**src/logic/ffc_map.svh**
```systemverilog
/*
 fill/transmit/lock configuration block: register indices, bit positions and reset values.
 assumes a 32-bit bus where each register index maps to byte address index * 4.
*/
`ifndef FFC_MAP_SVH
`define FFC_MAP_SVH

// register indices, byte address is index * 4
`define FFC_CFG_IDX    6'h0e
`define FFC_STAT_IDX   6'h10
`define FFC_CLR_IDX    6'h11
`define FFC_EN_IDX     6'h12

// configuration register bit positions
`define FFC_B_FM       7
`define FFC_B_FSC      6
`define FFC_B_TXD      5
`define FFC_B_TXS      4
`define FFC_B_RESV     3
`define FFC_B_RIRQ     2
`define FFC_B_LST      1
`define FFC_B_LEN      0

// reset values
`define FFC_CFG_RST    8'h01
`define FFC_EVT_RST    4'h0

`endif

```
**src/logic/ffc_pkg.sv**
```systemverilog
/*
 types shared by the fill/transmit/lock configuration block.
 assumes ffc_map.svh carries all numeric constants.
*/
package ffc_pkg;

   // fill engine state
   typedef enum logic {FILL_IDLE, FILL_ACTIVE} ffc_fill_e;

   // register selected by an address
   typedef enum logic [2:0] {SEL_CFG, SEL_STAT, SEL_CLR, SEL_EN, SEL_NONE} ffc_sel_e;

   // software-owned configuration fields
   typedef struct packed {
      logic fill_method;
      logic tx_irq0_sel;
      logic resv;
      logic rssi_en;
      logic lock_en;
   } ffc_cfg_s;

   // sticky event bits, same layout in status, clear and enable
   typedef struct packed {
      logic rssi;
      logic lock;
      logic fill_done;
      logic tx_done;
   } ffc_evt_s;

endpackage

```
**src/logic/ffc_sync.sv**
```systemverilog
/*
 three-stage synchroniser for asynchronous inputs.
 assumes a free-running clock; output follows once stages two and three agree.
*/
`timescale 1ns/1ns
module ffc_sync #(
   parameter int WIDTH = 1
) (
   // clock and reset
   input  wire logic             clock,
   input  wire logic             reset_n,
   // async in, synchronous out
   input  wire logic [WIDTH-1:0] async_in,
   output logic      [WIDTH-1:0] sync_out
);

   generate
      if (WIDTH < 1) begin : g_chk
         $error("ffc_sync: WIDTH must be at least 1");
      end
   endgenerate

   ////////////////////////////////////////////////////////////////////////////
   genvar i;
   generate
      for (i = 0; i < WIDTH; i++) begin : g_bit
         logic s1;
         logic s2;
         logic s3;
         logic next_out;
         // stage one is read only by stage two
         always_comb begin
            next_out = (s2 == s3) ? s3 : sync_out[i];
         end
         always_ff @(posedge clock or negedge reset_n) begin
            if (!reset_n) begin
               s1          <= 1'b0;
               s2          <= 1'b0;
               s3          <= 1'b0;
               sync_out[i] <= 1'b0;
            end else begin
               s1          <= async_in[i];
               s2          <= s1;
               s3          <= s2;
               sync_out[i] <= next_out;
            end
         end
      end
   endgenerate

endmodule

```
**src/logic/ffc_top.sv**
```systemverilog
/*
 fifo fill control, transmit-complete flag, lock status and signal-strength gating,
 with one configuration register and an interrupt block on an APB slave.
 assumes event inputs come from logic on the same clock, except the lock level,
 which arrives asynchronously from the synthesiser.
*/
`timescale 1ns/1ns
`include "ffc_map.svh"
module ffc_top #(
   parameter int ADDR_W = 8
) (
   // clock and reset
   input  wire logic              clock,
   input  wire logic              reset_n,
   // apb slave
   input  wire logic [ADDR_W-1:0] paddr,
   input  wire logic              psel,
   input  wire logic              penable,
   input  wire logic              pwrite,
   input  wire logic [31:0]       pwdata,
   input  wire logic [3:0]        pstrb,
   output logic      [31:0]       prdata,
   output logic                   pready,
   output logic                   pslverr,
   // datapath events
   input  wire logic              sync_word_seen,
   input  wire logic              fill_complete,
   input  wire logic              tx_begin,
   input  wire logic              tx_last_bit_out,
   input  wire logic              rssi_cross,
   input  wire logic              lock_detect_raw,
   // control outputs
   output logic                   fifo_fill_active,
   output logic                   fill_method_select,
   output logic                   tx_start_on_first_irq_sel,
   output logic                   lock_detect_enable,
   output logic                   rssi_irq_source,
   output logic                   irq
);

   generate
      if (ADDR_W < 8) begin : g_chk
         $error("ffc_top: ADDR_W must be at least 8");
      end
   endgenerate

   ////////////////////////////////////////////////////////////////////////////
   // address decode, used for both read and write
   function automatic ffc_pkg::ffc_sel_e decode(input logic [ADDR_W-1:0] a);
      logic [ADDR_W-1:0] base;
      base = a & ~ADDR_W'(3);
      if (base == ADDR_W'({`FFC_CFG_IDX, 2'b00}))
         return ffc_pkg::SEL_CFG;
      else if (base == ADDR_W'({`FFC_STAT_IDX, 2'b00}))
         return ffc_pkg::SEL_STAT;
      else if (base == ADDR_W'({`FFC_CLR_IDX, 2'b00}))
         return ffc_pkg::SEL_CLR;
      else if (base == ADDR_W'({`FFC_EN_IDX, 2'b00}))
         return ffc_pkg::SEL_EN;
      else
         return ffc_pkg::SEL_NONE;
   endfunction

   ffc_pkg::ffc_cfg_s  cfg;
   ffc_pkg::ffc_cfg_s  next_cfg;
   ffc_pkg::ffc_fill_e fill_state;
   ffc_pkg::ffc_fill_e next_fill_state;
   ffc_pkg::ffc_evt_s  status;
   ffc_pkg::ffc_evt_s  next_status;
   ffc_pkg::ffc_evt_s  enable;
   ffc_pkg::ffc_evt_s  next_enable;
   ffc_pkg::ffc_evt_s  evt;
   logic               tx_flag;
   logic               next_tx_flag;
   logic               lock_flag;
   logic               next_lock_flag;
   logic               lock_sync;
   logic               lock_good;
   logic               lock_good_d;
   logic               next_rssi_src;
   logic [31:0]        next_prdata;
   logic               next_pslverr;
   logic               wr;
   logic               wr_cfg;
   logic [7:0]         cfg_view;

   // reset image of the software fields, cut from the register reset value
   localparam logic [7:0] CFG_RST = `FFC_CFG_RST;
   localparam ffc_pkg::ffc_cfg_s CFG_INIT = {CFG_RST[`FFC_B_FM], CFG_RST[`FFC_B_TXS],
                                            CFG_RST[`FFC_B_RESV], CFG_RST[`FFC_B_RIRQ],
                                            CFG_RST[`FFC_B_LEN]};
   ////////////////////////////////////////////////////////////////////////////
   // lock level comes from another clock domain
   ffc_sync #(.WIDTH(1)) u_lock_sync (
      .clock    (clock),
      .reset_n  (reset_n),
      .async_in (lock_detect_raw),
      .sync_out (lock_sync)
   );

   // zero-wait slave: read data is captured in setup, so access never stalls
   assign pready = psel & penable;
   assign wr     = psel & penable & pwrite;
   assign wr_cfg = wr & (decode(paddr) == ffc_pkg::SEL_CFG) & pstrb[0];
   // detection runs only while enabled
   assign lock_good = cfg.lock_en & lock_sync;

   // readable view of the configuration register
   assign cfg_view = {cfg.fill_method, fifo_fill_active, tx_flag, cfg.tx_irq0_sel,
                      cfg.resv, cfg.rssi_en, lock_flag, cfg.lock_en};

   assign fill_method_select        = cfg.fill_method;
   assign tx_start_on_first_irq_sel = cfg.tx_irq0_sel;
   assign lock_detect_enable        = cfg.lock_en;
   assign fifo_fill_active          = (fill_state == ffc_pkg::FILL_ACTIVE);

   ////////////////////////////////////////////////////////////////////////////
   // fill engine
   always_comb begin
      next_fill_state = fill_state;
      unique case (fill_state)
         ffc_pkg::FILL_IDLE: begin
            if (!cfg.fill_method && sync_word_seen)
               next_fill_state = ffc_pkg::FILL_ACTIVE;
            else if (cfg.fill_method && wr_cfg && pwdata[`FFC_B_FSC])
               next_fill_state = ffc_pkg::FILL_ACTIVE;
         end
         ffc_pkg::FILL_ACTIVE: begin
            // completion wins over a manual write in the same cycle
            if (fill_complete)
               next_fill_state = ffc_pkg::FILL_IDLE;
            else if (cfg.fill_method && wr_cfg && !pwdata[`FFC_B_FSC])
               next_fill_state = ffc_pkg::FILL_IDLE;
         end
      endcase
   end

   always_ff @(posedge clock or negedge reset_n) begin
      if (!reset_n)
         fill_state <= ffc_pkg::FILL_IDLE;
      else
         fill_state <= next_fill_state;
   end

   ////////////////////////////////////////////////////////////////////////////
   // configuration fields and flags
   always_comb begin
      next_cfg = cfg;
      if (wr_cfg) begin
         next_cfg.fill_method = pwdata[`FFC_B_FM];
         next_cfg.tx_irq0_sel = pwdata[`FFC_B_TXS];
         next_cfg.resv        = pwdata[`FFC_B_RESV];
         next_cfg.rssi_en     = pwdata[`FFC_B_RIRQ];
         next_cfg.lock_en     = pwdata[`FFC_B_LEN];
      end
      // last bit out sets, a new transmission clears
      if (tx_last_bit_out)
         next_tx_flag = 1'b1;
      else if (tx_begin)
         next_tx_flag = 1'b0;
      else
         next_tx_flag = tx_flag;
      // live lock sets, so a write-one only clears once lock is gone
      next_lock_flag = lock_good | (lock_flag & ~(wr_cfg & pwdata[`FFC_B_LST]));
      next_rssi_src  = rssi_cross & cfg.rssi_en;
   end

   always_ff @(posedge clock or negedge reset_n) begin
      if (!reset_n) begin
         cfg             <= CFG_INIT;
         tx_flag         <= 1'b0;
         lock_flag       <= 1'b0;
         lock_good_d     <= 1'b0;
         rssi_irq_source <= 1'b0;
      end else begin
         cfg             <= next_cfg;
         tx_flag         <= next_tx_flag;
         lock_flag       <= next_lock_flag;
         lock_good_d     <= lock_good;
         rssi_irq_source <= next_rssi_src;
      end
   end

   ////////////////////////////////////////////////////////////////////////////
   // interrupt block: sticky status, write-one clear, enable mask
   always_comb begin
      evt.tx_done   = tx_last_bit_out;
      evt.fill_done = fifo_fill_active & fill_complete;
      evt.lock      = lock_good & ~lock_good_d;
      evt.rssi      = next_rssi_src;
      next_status   = status;
      next_enable   = enable;
      if (wr && pstrb[0] && decode(paddr) == ffc_pkg::SEL_CLR)
         next_status = status & ~ffc_pkg::ffc_evt_s'(pwdata[3:0]);
      if (wr && pstrb[0] && decode(paddr) == ffc_pkg::SEL_EN)
         next_enable = ffc_pkg::ffc_evt_s'(pwdata[3:0]);
      // set wins over a clear in the same cycle
      next_status = next_status | evt;
   end

   always_ff @(posedge clock or negedge reset_n) begin
      if (!reset_n) begin
         status <= `FFC_EVT_RST;
         enable <= `FFC_EVT_RST;
         irq    <= 1'b0;
      end else begin
         status <= next_status;
         enable <= next_enable;
         irq    <= |(next_status & next_enable);
      end
   end

   ////////////////////////////////////////////////////////////////////////////
   // read path, captured in the setup cycle
   always_comb begin
      next_prdata  = prdata;
      next_pslverr = pslverr;
      if (psel && !penable) begin
         next_pslverr = 1'b0;
         unique case (decode(paddr))
            ffc_pkg::SEL_CFG:  next_prdata = {24'h0, cfg_view};
            ffc_pkg::SEL_STAT: next_prdata = {28'h0, status};
            ffc_pkg::SEL_CLR:  next_prdata = 32'h0;
            ffc_pkg::SEL_EN:   next_prdata = {28'h0, enable};
            ffc_pkg::SEL_NONE: begin
               next_prdata  = 32'h0;
               next_pslverr = 1'b1;
            end
         endcase
      end
   end

   always_ff @(posedge clock or negedge reset_n) begin
      if (!reset_n) begin
         prdata  <= 32'h0;
         pslverr <= 1'b0;
      end else begin
         prdata  <= next_prdata;
         pslverr <= next_pslverr;
      end
   end

   logic first_cycle;
   always_ff @(posedge clock or negedge reset_n) begin
      if (!reset_n)
         first_cycle <= 1'b1;
      else
         first_cycle <= 1'b0;
   end
endmodule

```
**config.mk**
```make
export PLATFORM = sky130hd
export DESIGN_NAME = ffc_top
export DESIGN_NICKNAME = d
export VERILOG_FILES = /design/src/logic/ffc_pkg.sv /design/src/logic/ffc_sync.sv /design/src/logic/ffc_top.sv
export VERILOG_INCLUDE_DIRS = /design/src /design/src/logic
export SDC_FILE = /design/constraint.sdc
export NUM_CORES = 1
export LEC_CHECK = 0
export BUFFER_PORTS_ARGS = -buffer_cell sky130_fd_sc_hd__buf_2
export CAP_MARGIN = 10
export CORE_MARGIN = 3
export CORE_UTILIZATION = 44
export DETAILED_ROUTE_END_ITERATION = 7
export MAX_ROUTING_LAYER = met4
export PLACE_DENSITY = 0.89
export SYNTH_ARGS = -nofsm -noshare
export SYNTH_HDL_FRONTEND = slang
export SYNTH_SLANG_ARGS = --single-unit
```
**constraint.sdc**
```tcl
create_clock -name clock -period 1.4 [get_ports clock]
set_clock_uncertainty 0.05 [all_clocks]
set_input_delay 0.14 -clock clock [delete_from_list [all_inputs] [get_ports clock]]
set_output_delay 0.14 -clock clock [all_outputs]
set_load 0.02 [all_outputs]
```
# Word level (Yosys, flattened, before mapping)
# Cells that the tools add are included.
# word_totals
regBits	56
input_bits	55
out_inout_bits	40
# op_classes
n_eq_ne	11
n_mux	16
bitwise	18
n_reduce_logical	16
# ops
cell	count
$pmux W32 S4	1
$eq A6 B5 Y1 const B	3
$mux W3	5
$eq A3 B2 Y1 const B	4
$and A1 B1 Y1	10
$and A4 B4 Y4	2
$logic_and A1 B1 Y1	8
$mux W4	2
$mux W1	7
$eq A6 B4 Y1 const B	1
$logic_not A3 Y1	2
$not A4 Y4	1
$or A4 B4 Y4	1
$reduce_or A4 Y1	1
$eq A3 B1 Y1 const B	1
$eq A3 B3 Y1 const B	1
$logic_not A1 Y1	3
$not A1 Y1	3
$pmux W1 S2	1
$reduce_bool A2 Y1	1
$reduce_or A2 Y1	1
$eq A1 B1 Y1	1
$or A1 B1 Y1	1

# Longest topological paths before layout
# Gate-level depths: netlist (run 1).
# depth
depth_word	13
depth_mapped	5
depth_no_buf	4

# Hierarchy
# Synthesis (run 1) repeated with hierarchy kept, for this count alone.
# unflattened
hier_cells	154
hier_area_um2	1619.1
# modules_own_cells
module	instances	cells_each	area_each_um2
ffc_top	1	149	1507.7
ffc_sync	1	5	111.4

# Worst setup path after synthesis (run 1)
# No wires, ideal clock.
# synth_timing
path_kind	input -> register
startpoint	input paddr[5]
endpoint	register irq
setup_time_ps	139
t_arrival_ps	1150
path_slack_ps	61
stages	5
path_buffers	1
cell_sequence	or3b_1 buf_2 o31a_1 o21ai_0 o2111ai_1
# synth_via
elab_chain_cells	11
elab_cells_between_ends	17
cone_classes	eq/ne (6); mux (6); bitwise (2); reduce/logical (3)
# synth_lines
element	line_no	rtl
from (decl)	ffc_top.sv:16	input wire logic [ADDR_W-1:0] paddr,
$eq A6 B5 Y1	ffc_top.sv:58	else if (base == ADDR_W'({`FFC_EN_IDX, 2'b00}))
$mux W3	ffc_top.sv:58	
$mux W3	ffc_top.sv:56	else if (base == ADDR_W'({`FFC_CLR_IDX, 2'b00}))
$mux W3	ffc_top.sv:54	else if (base == ADDR_W'({`FFC_STAT_IDX, 2'b00}))
$mux W3 (*)	ffc_top.sv:52	if (base == ADDR_W'({`FFC_CFG_IDX, 2'b00}))
$eq A3 B2 Y1	ffc_top.sv:193	if (wr && pstrb[0] && decode(paddr) == ffc_pkg::SEL_CLR)
$logic_and A1 B1 Y1	ffc_top.sv:193	
$mux W4	ffc_top.sv:193	
$or A4 B4 Y4	ffc_top.sv:198	next_status = next_status | evt;
$and A4 B4 Y4 (*)	ffc_top.sv:209	irq <= |(next_status & next_enable);
$reduce_or A4 Y1 (*)	ffc_top.sv:209	
to (signal assigned)	ffc_top.sv:209	
to (decl)	ffc_top.sv:38	output logic irq
# Every way passes the cells marked *; elsewhere a longest branch is shown, timed or not.
# A chain may end at the register's enable or synchronous reset.

# Worst setup path after layout (run 1)
# layout_timing
startpoint	register cfg (netlist bit lock_detect_enable)
endpoint	register irq
# layout_via
elab_chain_cells	5
# layout_lines
element	line_no	rtl
from (decl)	ffc_top.sv:64	ffc_pkg::ffc_cfg_s cfg;
from (signal assigned)	ffc_top.sv:176	cfg <= next_cfg;
$and A1 B1 Y1	ffc_top.sv:106	assign lock_good = cfg.lock_en & lock_sync;
via lock_good	ffc_top.sv:78	logic lock_good;
$and A1 B1 Y1	ffc_top.sv:189	evt.lock = lock_good & ~lock_good_d;
$or A4 B4 Y4	ffc_top.sv:198	
$and A4 B4 Y4	ffc_top.sv:209	
$reduce_or A4 Y1	ffc_top.sv:209	
# The timed path passes the listed nets, and every way through them passes these cells.

==> impl_metrics.json, run 1 <==
{
  "place.port_buffers": 40,
  "hold_path_class": "in -> reg",
  "unrepaired_setup_endpoints_after_global_routing": "false",
  "synth_area_leaders": "dfrtp_1 (47%), buf_4 (11%), mux2_2 (3.4%), nand2_1 (2.9%), nor4_4 (2.6%)",
  "cts_num_sinks": 32,
  "sw_frac_of_total_pct": 27.8,
  "period_needed_ns": 1.29,
  "power_uw": 2140,
  "synth_xor_area_share_pct": 0,
  "nNetsFinal": 275,
  "ys_ff_latch": 32,
  "area_overhead_of_the_layout_relative_to_synthesis_pct": 26.1,
  "ios": 95,
  "count_of_flip_flops_with_a_built_in_enable_after_synthesis": 0,
  "drt_drc_violations_left": 0,
  "drtAntennaViolNets": 0,
  "routed_wl_mm": 3.60,
  "synth_compound_area_share_pct": 12.9,
  "post_synthesis_adder_cell_area_fraction_pct": 0.603,
  "clk-insertion-delay-late_ns": 0.29,
  "synth_largest_type_area_fraction_pct": 46.7,
  "setup_viol_count_final": 0,
  "seq_area_frac_synth_pct": 48.3,
  "finish.instance_area_sq_um": 2090,
  "synth_cell_types": 39,
  "critical_path.startpoint_type": "flop",
  "yosysMostFrequentCell": "dfrtp_1",
  "synthDominantAreaCellType": "dfrtp_1",
  "syn-cell-area_sq_um": 1660,
  "synth_cells": 153,
  "clock_tree.root_cell": "clkbuf_8",
  "route.vias.total": 1334,
  "min-delay-start": "fill_complete",
  "power.leakage_uw": 0.00107,
  "critical_path.endpoint_type": "flop",
  "hold_viol": 0,
  "core_region_area_sq_um": 3490,
  "power.ir.vdd_worst_uv": 672,
  "critical_path.max_fanout": 4,
  "die_width_microns": 67.4,
  "timing.rr.start": "lock_detect_enable",
  "clock_tree_from_tritoncts": "done",
  "detailedPlace.worstSlack_ns": -0.149,
  "grt_start_max_net_pins": 33,
  "max-clock-path-buffers": 2,
  "internal-power_uw": 1540,
  "r2r_setup_slack_ns": 0.11,
  "number_of_antenna_violations_at_the_first_check_in_global_routing": 0,
  "avgRoutedWirePerCell_microns": 13.5,
  "floorplan.die_area_sq_um": 4550,
  "critical_path_arrival_ns": 1.43,
  "die_height_microns": 67.4,
  "cp.required_ns": 1.54,
  "post_cts_buffers": 0,
  "final-max-slew-violation-count": 0,
  "top_ff_cell_synth": "dfrtp_1",
  "total_switching_power_uw": 594,
  "result_of_the_run": "finished clean",
  "largest_family_of_logic_cells_by_synthesized_area": "simple AND/OR/NAND/NOR gates",
  "detailed_place_hpwl_mm": 2.81,
  "floorplan.rows": 21,
  "firstDrtPassIters": 4,
  "max_freq_mhz": 773,
  "insertedDiodeCount": 0,
  "ff2ff_path_depth": 4,
  "layout-drive-gt1-share_pct": 37.6,
  "first_iter_violations": 90,
  "starting_density_of_the_core_pct": 47.5,
  "drv.max_cap_violation_count": 0,
  "holdPathStages": 2,
  "final_critical_path_setup_slack_ns": 0.107,
  "end_of_the_worst_register_to_register_path": "irq",
  "seqPwrFrac_pct": 48.2,
  "period_share_pct": 92.4,
  "cts_made_buffers": 5,
  "clk_pin_slew_worst_paths_ns": 0.06,
  "grt_first_pass_wirelength_mm": 5.62,
  "grt.total_usage_pct": 17.5,
  "ys.warnings.count": 0,
  "cts_max_level": 2,
  "hold-path-endpoint": "fifo_fill_active",
  "power.share.clock_pct": 33.7,
  "dpl-instance-area_sq_um": 1980,
  "post-route-util_pct": 59.9,
  "pwr_density_cell_nw_per_um2": 1020,
  "asyncSetResetFlopFracSynth_pct": 100,
  "first_global_vias": 1243,
  "whs_ns": 0.0124,
  "critPathKind": "reg -> reg",
  "globalRoute.totalOverflow": 0,
  "comb_power_share_pct": 18.0,
  "yosys-top-cells-count": "dfrtp_1 (31), buf_4 (24), nand2_1 (13)",
  "synthSimpleGateAreaFrac_pct": 20.9,
  "syn_avg_cell_area_sq_um": 10.9,
  "weighted_congestion_at_the_end_of_routability_driven_global_placement": 0.869,
  "via_density_per_instance": 5.00,
  "muxShareOfSynthArea_pct": 4.60
}
kinds of logic (layout without fill, tap and decap cells):
family | Yosys count | count (layout)
buffers and inverters | 31 | 76
AOI/OAI and AO/OA | 30 | 30
adders and majority gates | 1 | 1
other | 1 | 24
muxes | 7 | 7
and+or+nand+nor | 51 | 51
DFF | 32 | 32
layer usage:
metal | vias up | track usage (%) | wire length [microns]
li1 | 633 | - | -
met1 | 651 | 20.2 | 1480
met2 | 40 | 28.1 | 1840
met3 | 10 | 6.66 | 218
met4 | 0 | 5.82 | 57
met5 | - | - | 0
how the worst max path moves through the flow:
stage                                  start         to  slack [ns]  cells past startpoint
final                     lock_detect_enable        irq        0.11                      4
after global routing      lock_detect_enable        irq        0.02                      4
after CTS                 lock_detect_enable        irq        0.09                      4
after detailed placement            paddr[5]  prdata[2]       -0.15                      6
after global placement              paddr[5]        irq       -0.13                      5
after floorplan                     paddr[5]        irq        0.06                      5
cells in the final DEF (no fill, tap or decap), types with 5 or more instances in the layout:
| master | netlist | routed |
|---|---|---|
| buf_2 | 1 | 40 |
| buf_4 | 24 | 23 |
| conb_1 | 1 | 24 |
| a21oi_1 | 8 | 8 |
| nor2_1 | 7 | 7 |
| nand2_1 | 13 | 13 |
| mux2_2 | 5 | 5 |
| clkbuf_8 | 0 | 6 |
| dfrtp_1 | 31 | 31 |
power groups by stage:
stage | clock (uW) | sequential (uW) | combinational, uW
detailed placement | 0 | 1050 | 378
CTS | 722 | 1030 | 384
floorplan | 0 | 1070 | 213
global placement | 0 | 1040 | 366
finish | 721 | 1030 | 385
global route | 783 | 1040 | 421
critical path, cell delays in order (launching register included):
cell and delay, ns:
dfstp_2 0.56, and2_4 0.16, nor2b_1 0.13, a21oi_1 0.07, o2111ai_1 0.23
cell type report:
type / instances / area [sq um]
Clock buffer: 8 / 90.1
Fill cell: 287 / 1400
Inverter: 3 / 11.3
Multi-Input combinational cell: 113 / 739
Sequential cell: 32 / 802
Tap cell: 46 / 57.6
Timing Repair Buffer: 65 / 393
stage by stage:
| step | cells | TNS, ns |
|---|---|---|
| floorplan | 176 | 0 |
| global placement | 257 | -0.650 |
| detailed placement | 257 | -0.845 |
| CTS | 267 | 0 |
| global route | 267 | 0 |
| finish | 267 | 0 |
repair_timing:
action / 4_1_cts / 5_1_grt
hold buffers: 2 / 0
resized for setup: 0 / 1
setup endpoints to repair: 0 / 1
hold endpoints to repair: 32 / 0
state kept, by name, summed over array words and instances, names as in the netlist:
register,cells
lock_flag,1
fifo_fill_active,1
cfg,2
rssi_irq_source,1
u_lock_sync.g_bit.s1,1
fill_method_select,1
lock_detect_enable,1
pslverr,1
u_lock_sync.g_bit.s3,1
enable,4
status,4
prdata,8
lock_good_d,1
u_lock_sync.g_bit.s2,1
tx_flag,1
irq,1
u_lock_sync.sync_out,1
tx_start_on_first_irq_sel,1
No activity file was read; power rests on OpenSTA's default activity.
==> run 2: changes to the inputs <==
Settings changed: BUFFER_PORTS_ARGS -buffer_cell sky130_fd_sc_hd__buf_2 to default, CORE_UTILIZATION 44 to 45, DONT_BUFFER_PORTS from default to 1, PLACE_DENSITY 0.89 to 0.69.
==> run 2 against run 1 <==
- flip-flop and latch count unchanged
- clock power down 9.0%
- via count down 11%
- cell count down 17%
- combinational power down 33%
- critical path depth down 1
- wire length down 6.4%
- critical path type is now in -> reg
- largest power group unchanged
- highest routed layer unchanged
==> impl_metrics.json, run 2 (same netlist as run 1, synthesis figures left out) <==
{
  "insertedDiodeCount": 0,
  "post_cts_buffers": 0,
  "grt_start_max_net_pins": 33,
  "dpl-instance-area_sq_um": 1650,
  "pwr_density_cell_nw_per_um2": 1050,
  "final-max-slew-violation-count": 0,
  "die_width_microns": 66.7,
  "relative_slew_margins_pct": 66.8,
  "route.vias.total": 1185,
  "grt_first_pass_wirelength_mm": 5.29,
  "max_freq_mhz": 787,
  "nNetsFinal": 229,
  "drv.max_cap_violation_count": 0,
  "cp.required_ns": 1.52,
  "core_region_area_sq_um": 3440,
  "final_critical_path_setup_slack_ns": 0.130,
  "critical_path.max_fanout": 3,
  "cts_made_buffers": 5,
  "r2r_setup_slack_ns": 0.15,
  "ios": 95,
  "first_iter_violations": 53,
  "detailed_place_hpwl_mm": 2.47,
  "non_filler_instance_count_after_layout": 221,
  "finish.instance_area_sq_um": 1870,
  "cts_num_sinks": 32,
  "starting_density_of_the_core_pct": 48.2,
  "drtAntennaViolNets": 0,
  "drt_drc_violations_left": 0,
  "period_share_pct": 90.7,
  "avgRoutedWirePerCell_microns": 15.2,
  "clock_tree.root_cell": "clkbuf_8",
  "worstMarginPinSlew_ns": 0.497,
  "largest_register_ffs": 8,
  "layout_commonest_cell": "dfrtp_1",
  "hold_path_class": "in -> reg",
  "layout-drive-gt1-share_pct": 14.9,
  "detailedPlace.worstSlack_ns": -0.0574,
  "grt-busiest-layer": "met2",
  "clk-insertion-delay-late_ns": 0.28,
  "critical_path.startpoint_type": "input port",
  "setup_viol_count_final": 0,
  "routed_wl_mm": 3.37,
  "global_route.usage.met1_pct": 18.7,
  "place_inst": 200,
  "critical_path.endpoint_type": "flop",
  "max-clock-path-buffers": 2,
  "globalRoute.totalOverflow": 0,
  "cts_max_level": 2,
  "first_global_vias": 1118,
  "die_height_microns": 66.7,
  "result_of_the_run": "finished clean",
  "place.port_buffers": 0,
  "power.ir.vdd_worst_uv": 660,
  "ff2ff_path_depth": 2,
  "critPathKind": "in -> reg",
  "via_density_per_instance": 5.36,
  "hold_viol": 0,
  "power.leakage_uw": 0.000865,
  "floorplan.die_area_sq_um": 4450,
  "grt_util_met2_pct": 27.0,
  "top_register": "prdata",
  "area_overhead_of_the_layout_relative_to_synthesis_pct": 12.9,
  "weighted_congestion_at_the_end_of_routability_driven_global_placement": 0.874,
  "period_needed_ns": 1.27,
  "clk_pin_slew_worst_paths_ns": 0.06,
  "number_of_antenna_violations_at_the_first_check_in_global_routing": 0,
  "grt.total_usage_pct": 16.4,
  "holdPathStages": 2,
  "most-common-layout-cells": "dfrtp_1 (31), conb_1 (24), nand2_1 (13)",
  "unrepaired_setup_endpoints_after_global_routing": "false",
  "clock_tree_from_tritoncts": "done",
  "globalRouteMet3Util_pct": 5.06,
  "layout_top_registers": "prdata: 8 flops, enable: 4 flops, status: 4 flops",
  "critical_path_arrival_ns": 1.39,
  "firstDrtPassIters": 4,
  "fillerInstances": 294,
  "floorplan.rows": 21
}
-- run 2: critical path, cell delays in order --
cell and delay [ns]:
dlygate4sd3_1 0.55, a21o_1 0.15, dlygate4sd3_1 0.55
-- run 2: routing by layer --
| metal | vias up | wire length (microns) |
|---|---|---|
| met4 | 0 | 57 |
| met1 | 589 | 1410 |
| li1 | 543 | - |
| met2 | 46 | 1660 |
| met3 | 7 | 244 |
| met5 | - | 0 |
-- run 2: worst paths after layout --
kind                                         start                      end
min in group asynchronous                  reset_n                prdata[6]
setup / recovery                   tx_last_bit_out                  tx_flag
hold / removal                     tx_last_bit_out                status[0]
setup reg to reg                           tx_flag                  tx_flag
hold reg to reg            u_lock_sync.g_bit[0].s1  u_lock_sync.g_bit[0].s2
max in group asynchronous                  reset_n       lock_detect_enable
-- run 2: area by class of cell --
class	instances	area (sq um)	area share, %
clock buffers	7	76.3	4.07
clock inverters	1	5.00	0.267
inverters	3	11.3	0.601
multi-input cells	113	737	39.3
flip-flops and latches	32	802	42.8
well taps	46	57.6	3.07
repair buffers	19	185	9.88
-- run 2: timing repair --
action,CTS,global route
hold buffers,13,0
endpoints found under the hold margin,43,0
gates resized for setup,0,0
-- run 2: where the power goes --
group	leakage [uW]	switching, uW	internal [uW]	total, uW
Sequential	0.000401	66.4	990	1060
Combinational	0.000422	160	98.3	259
Clock	0.0000422	308	348	656
Total	0.000865	535	1440	1970
-- run 2: stage by stage --
step                      util, %  setup TNS (ns)  hold WS, ns  power (uW)
after detailed placement     48.0         -0.0673       -0.205        1280
after global routing         54.5               0       0.0389        2050
final                        54.5               0      0.00804        1970
after CTS                    54.5               0      0.00232        1990
after floorplan                 -               0       -0.206        1280
after global placement       48.0         -0.0920       -0.204        1270
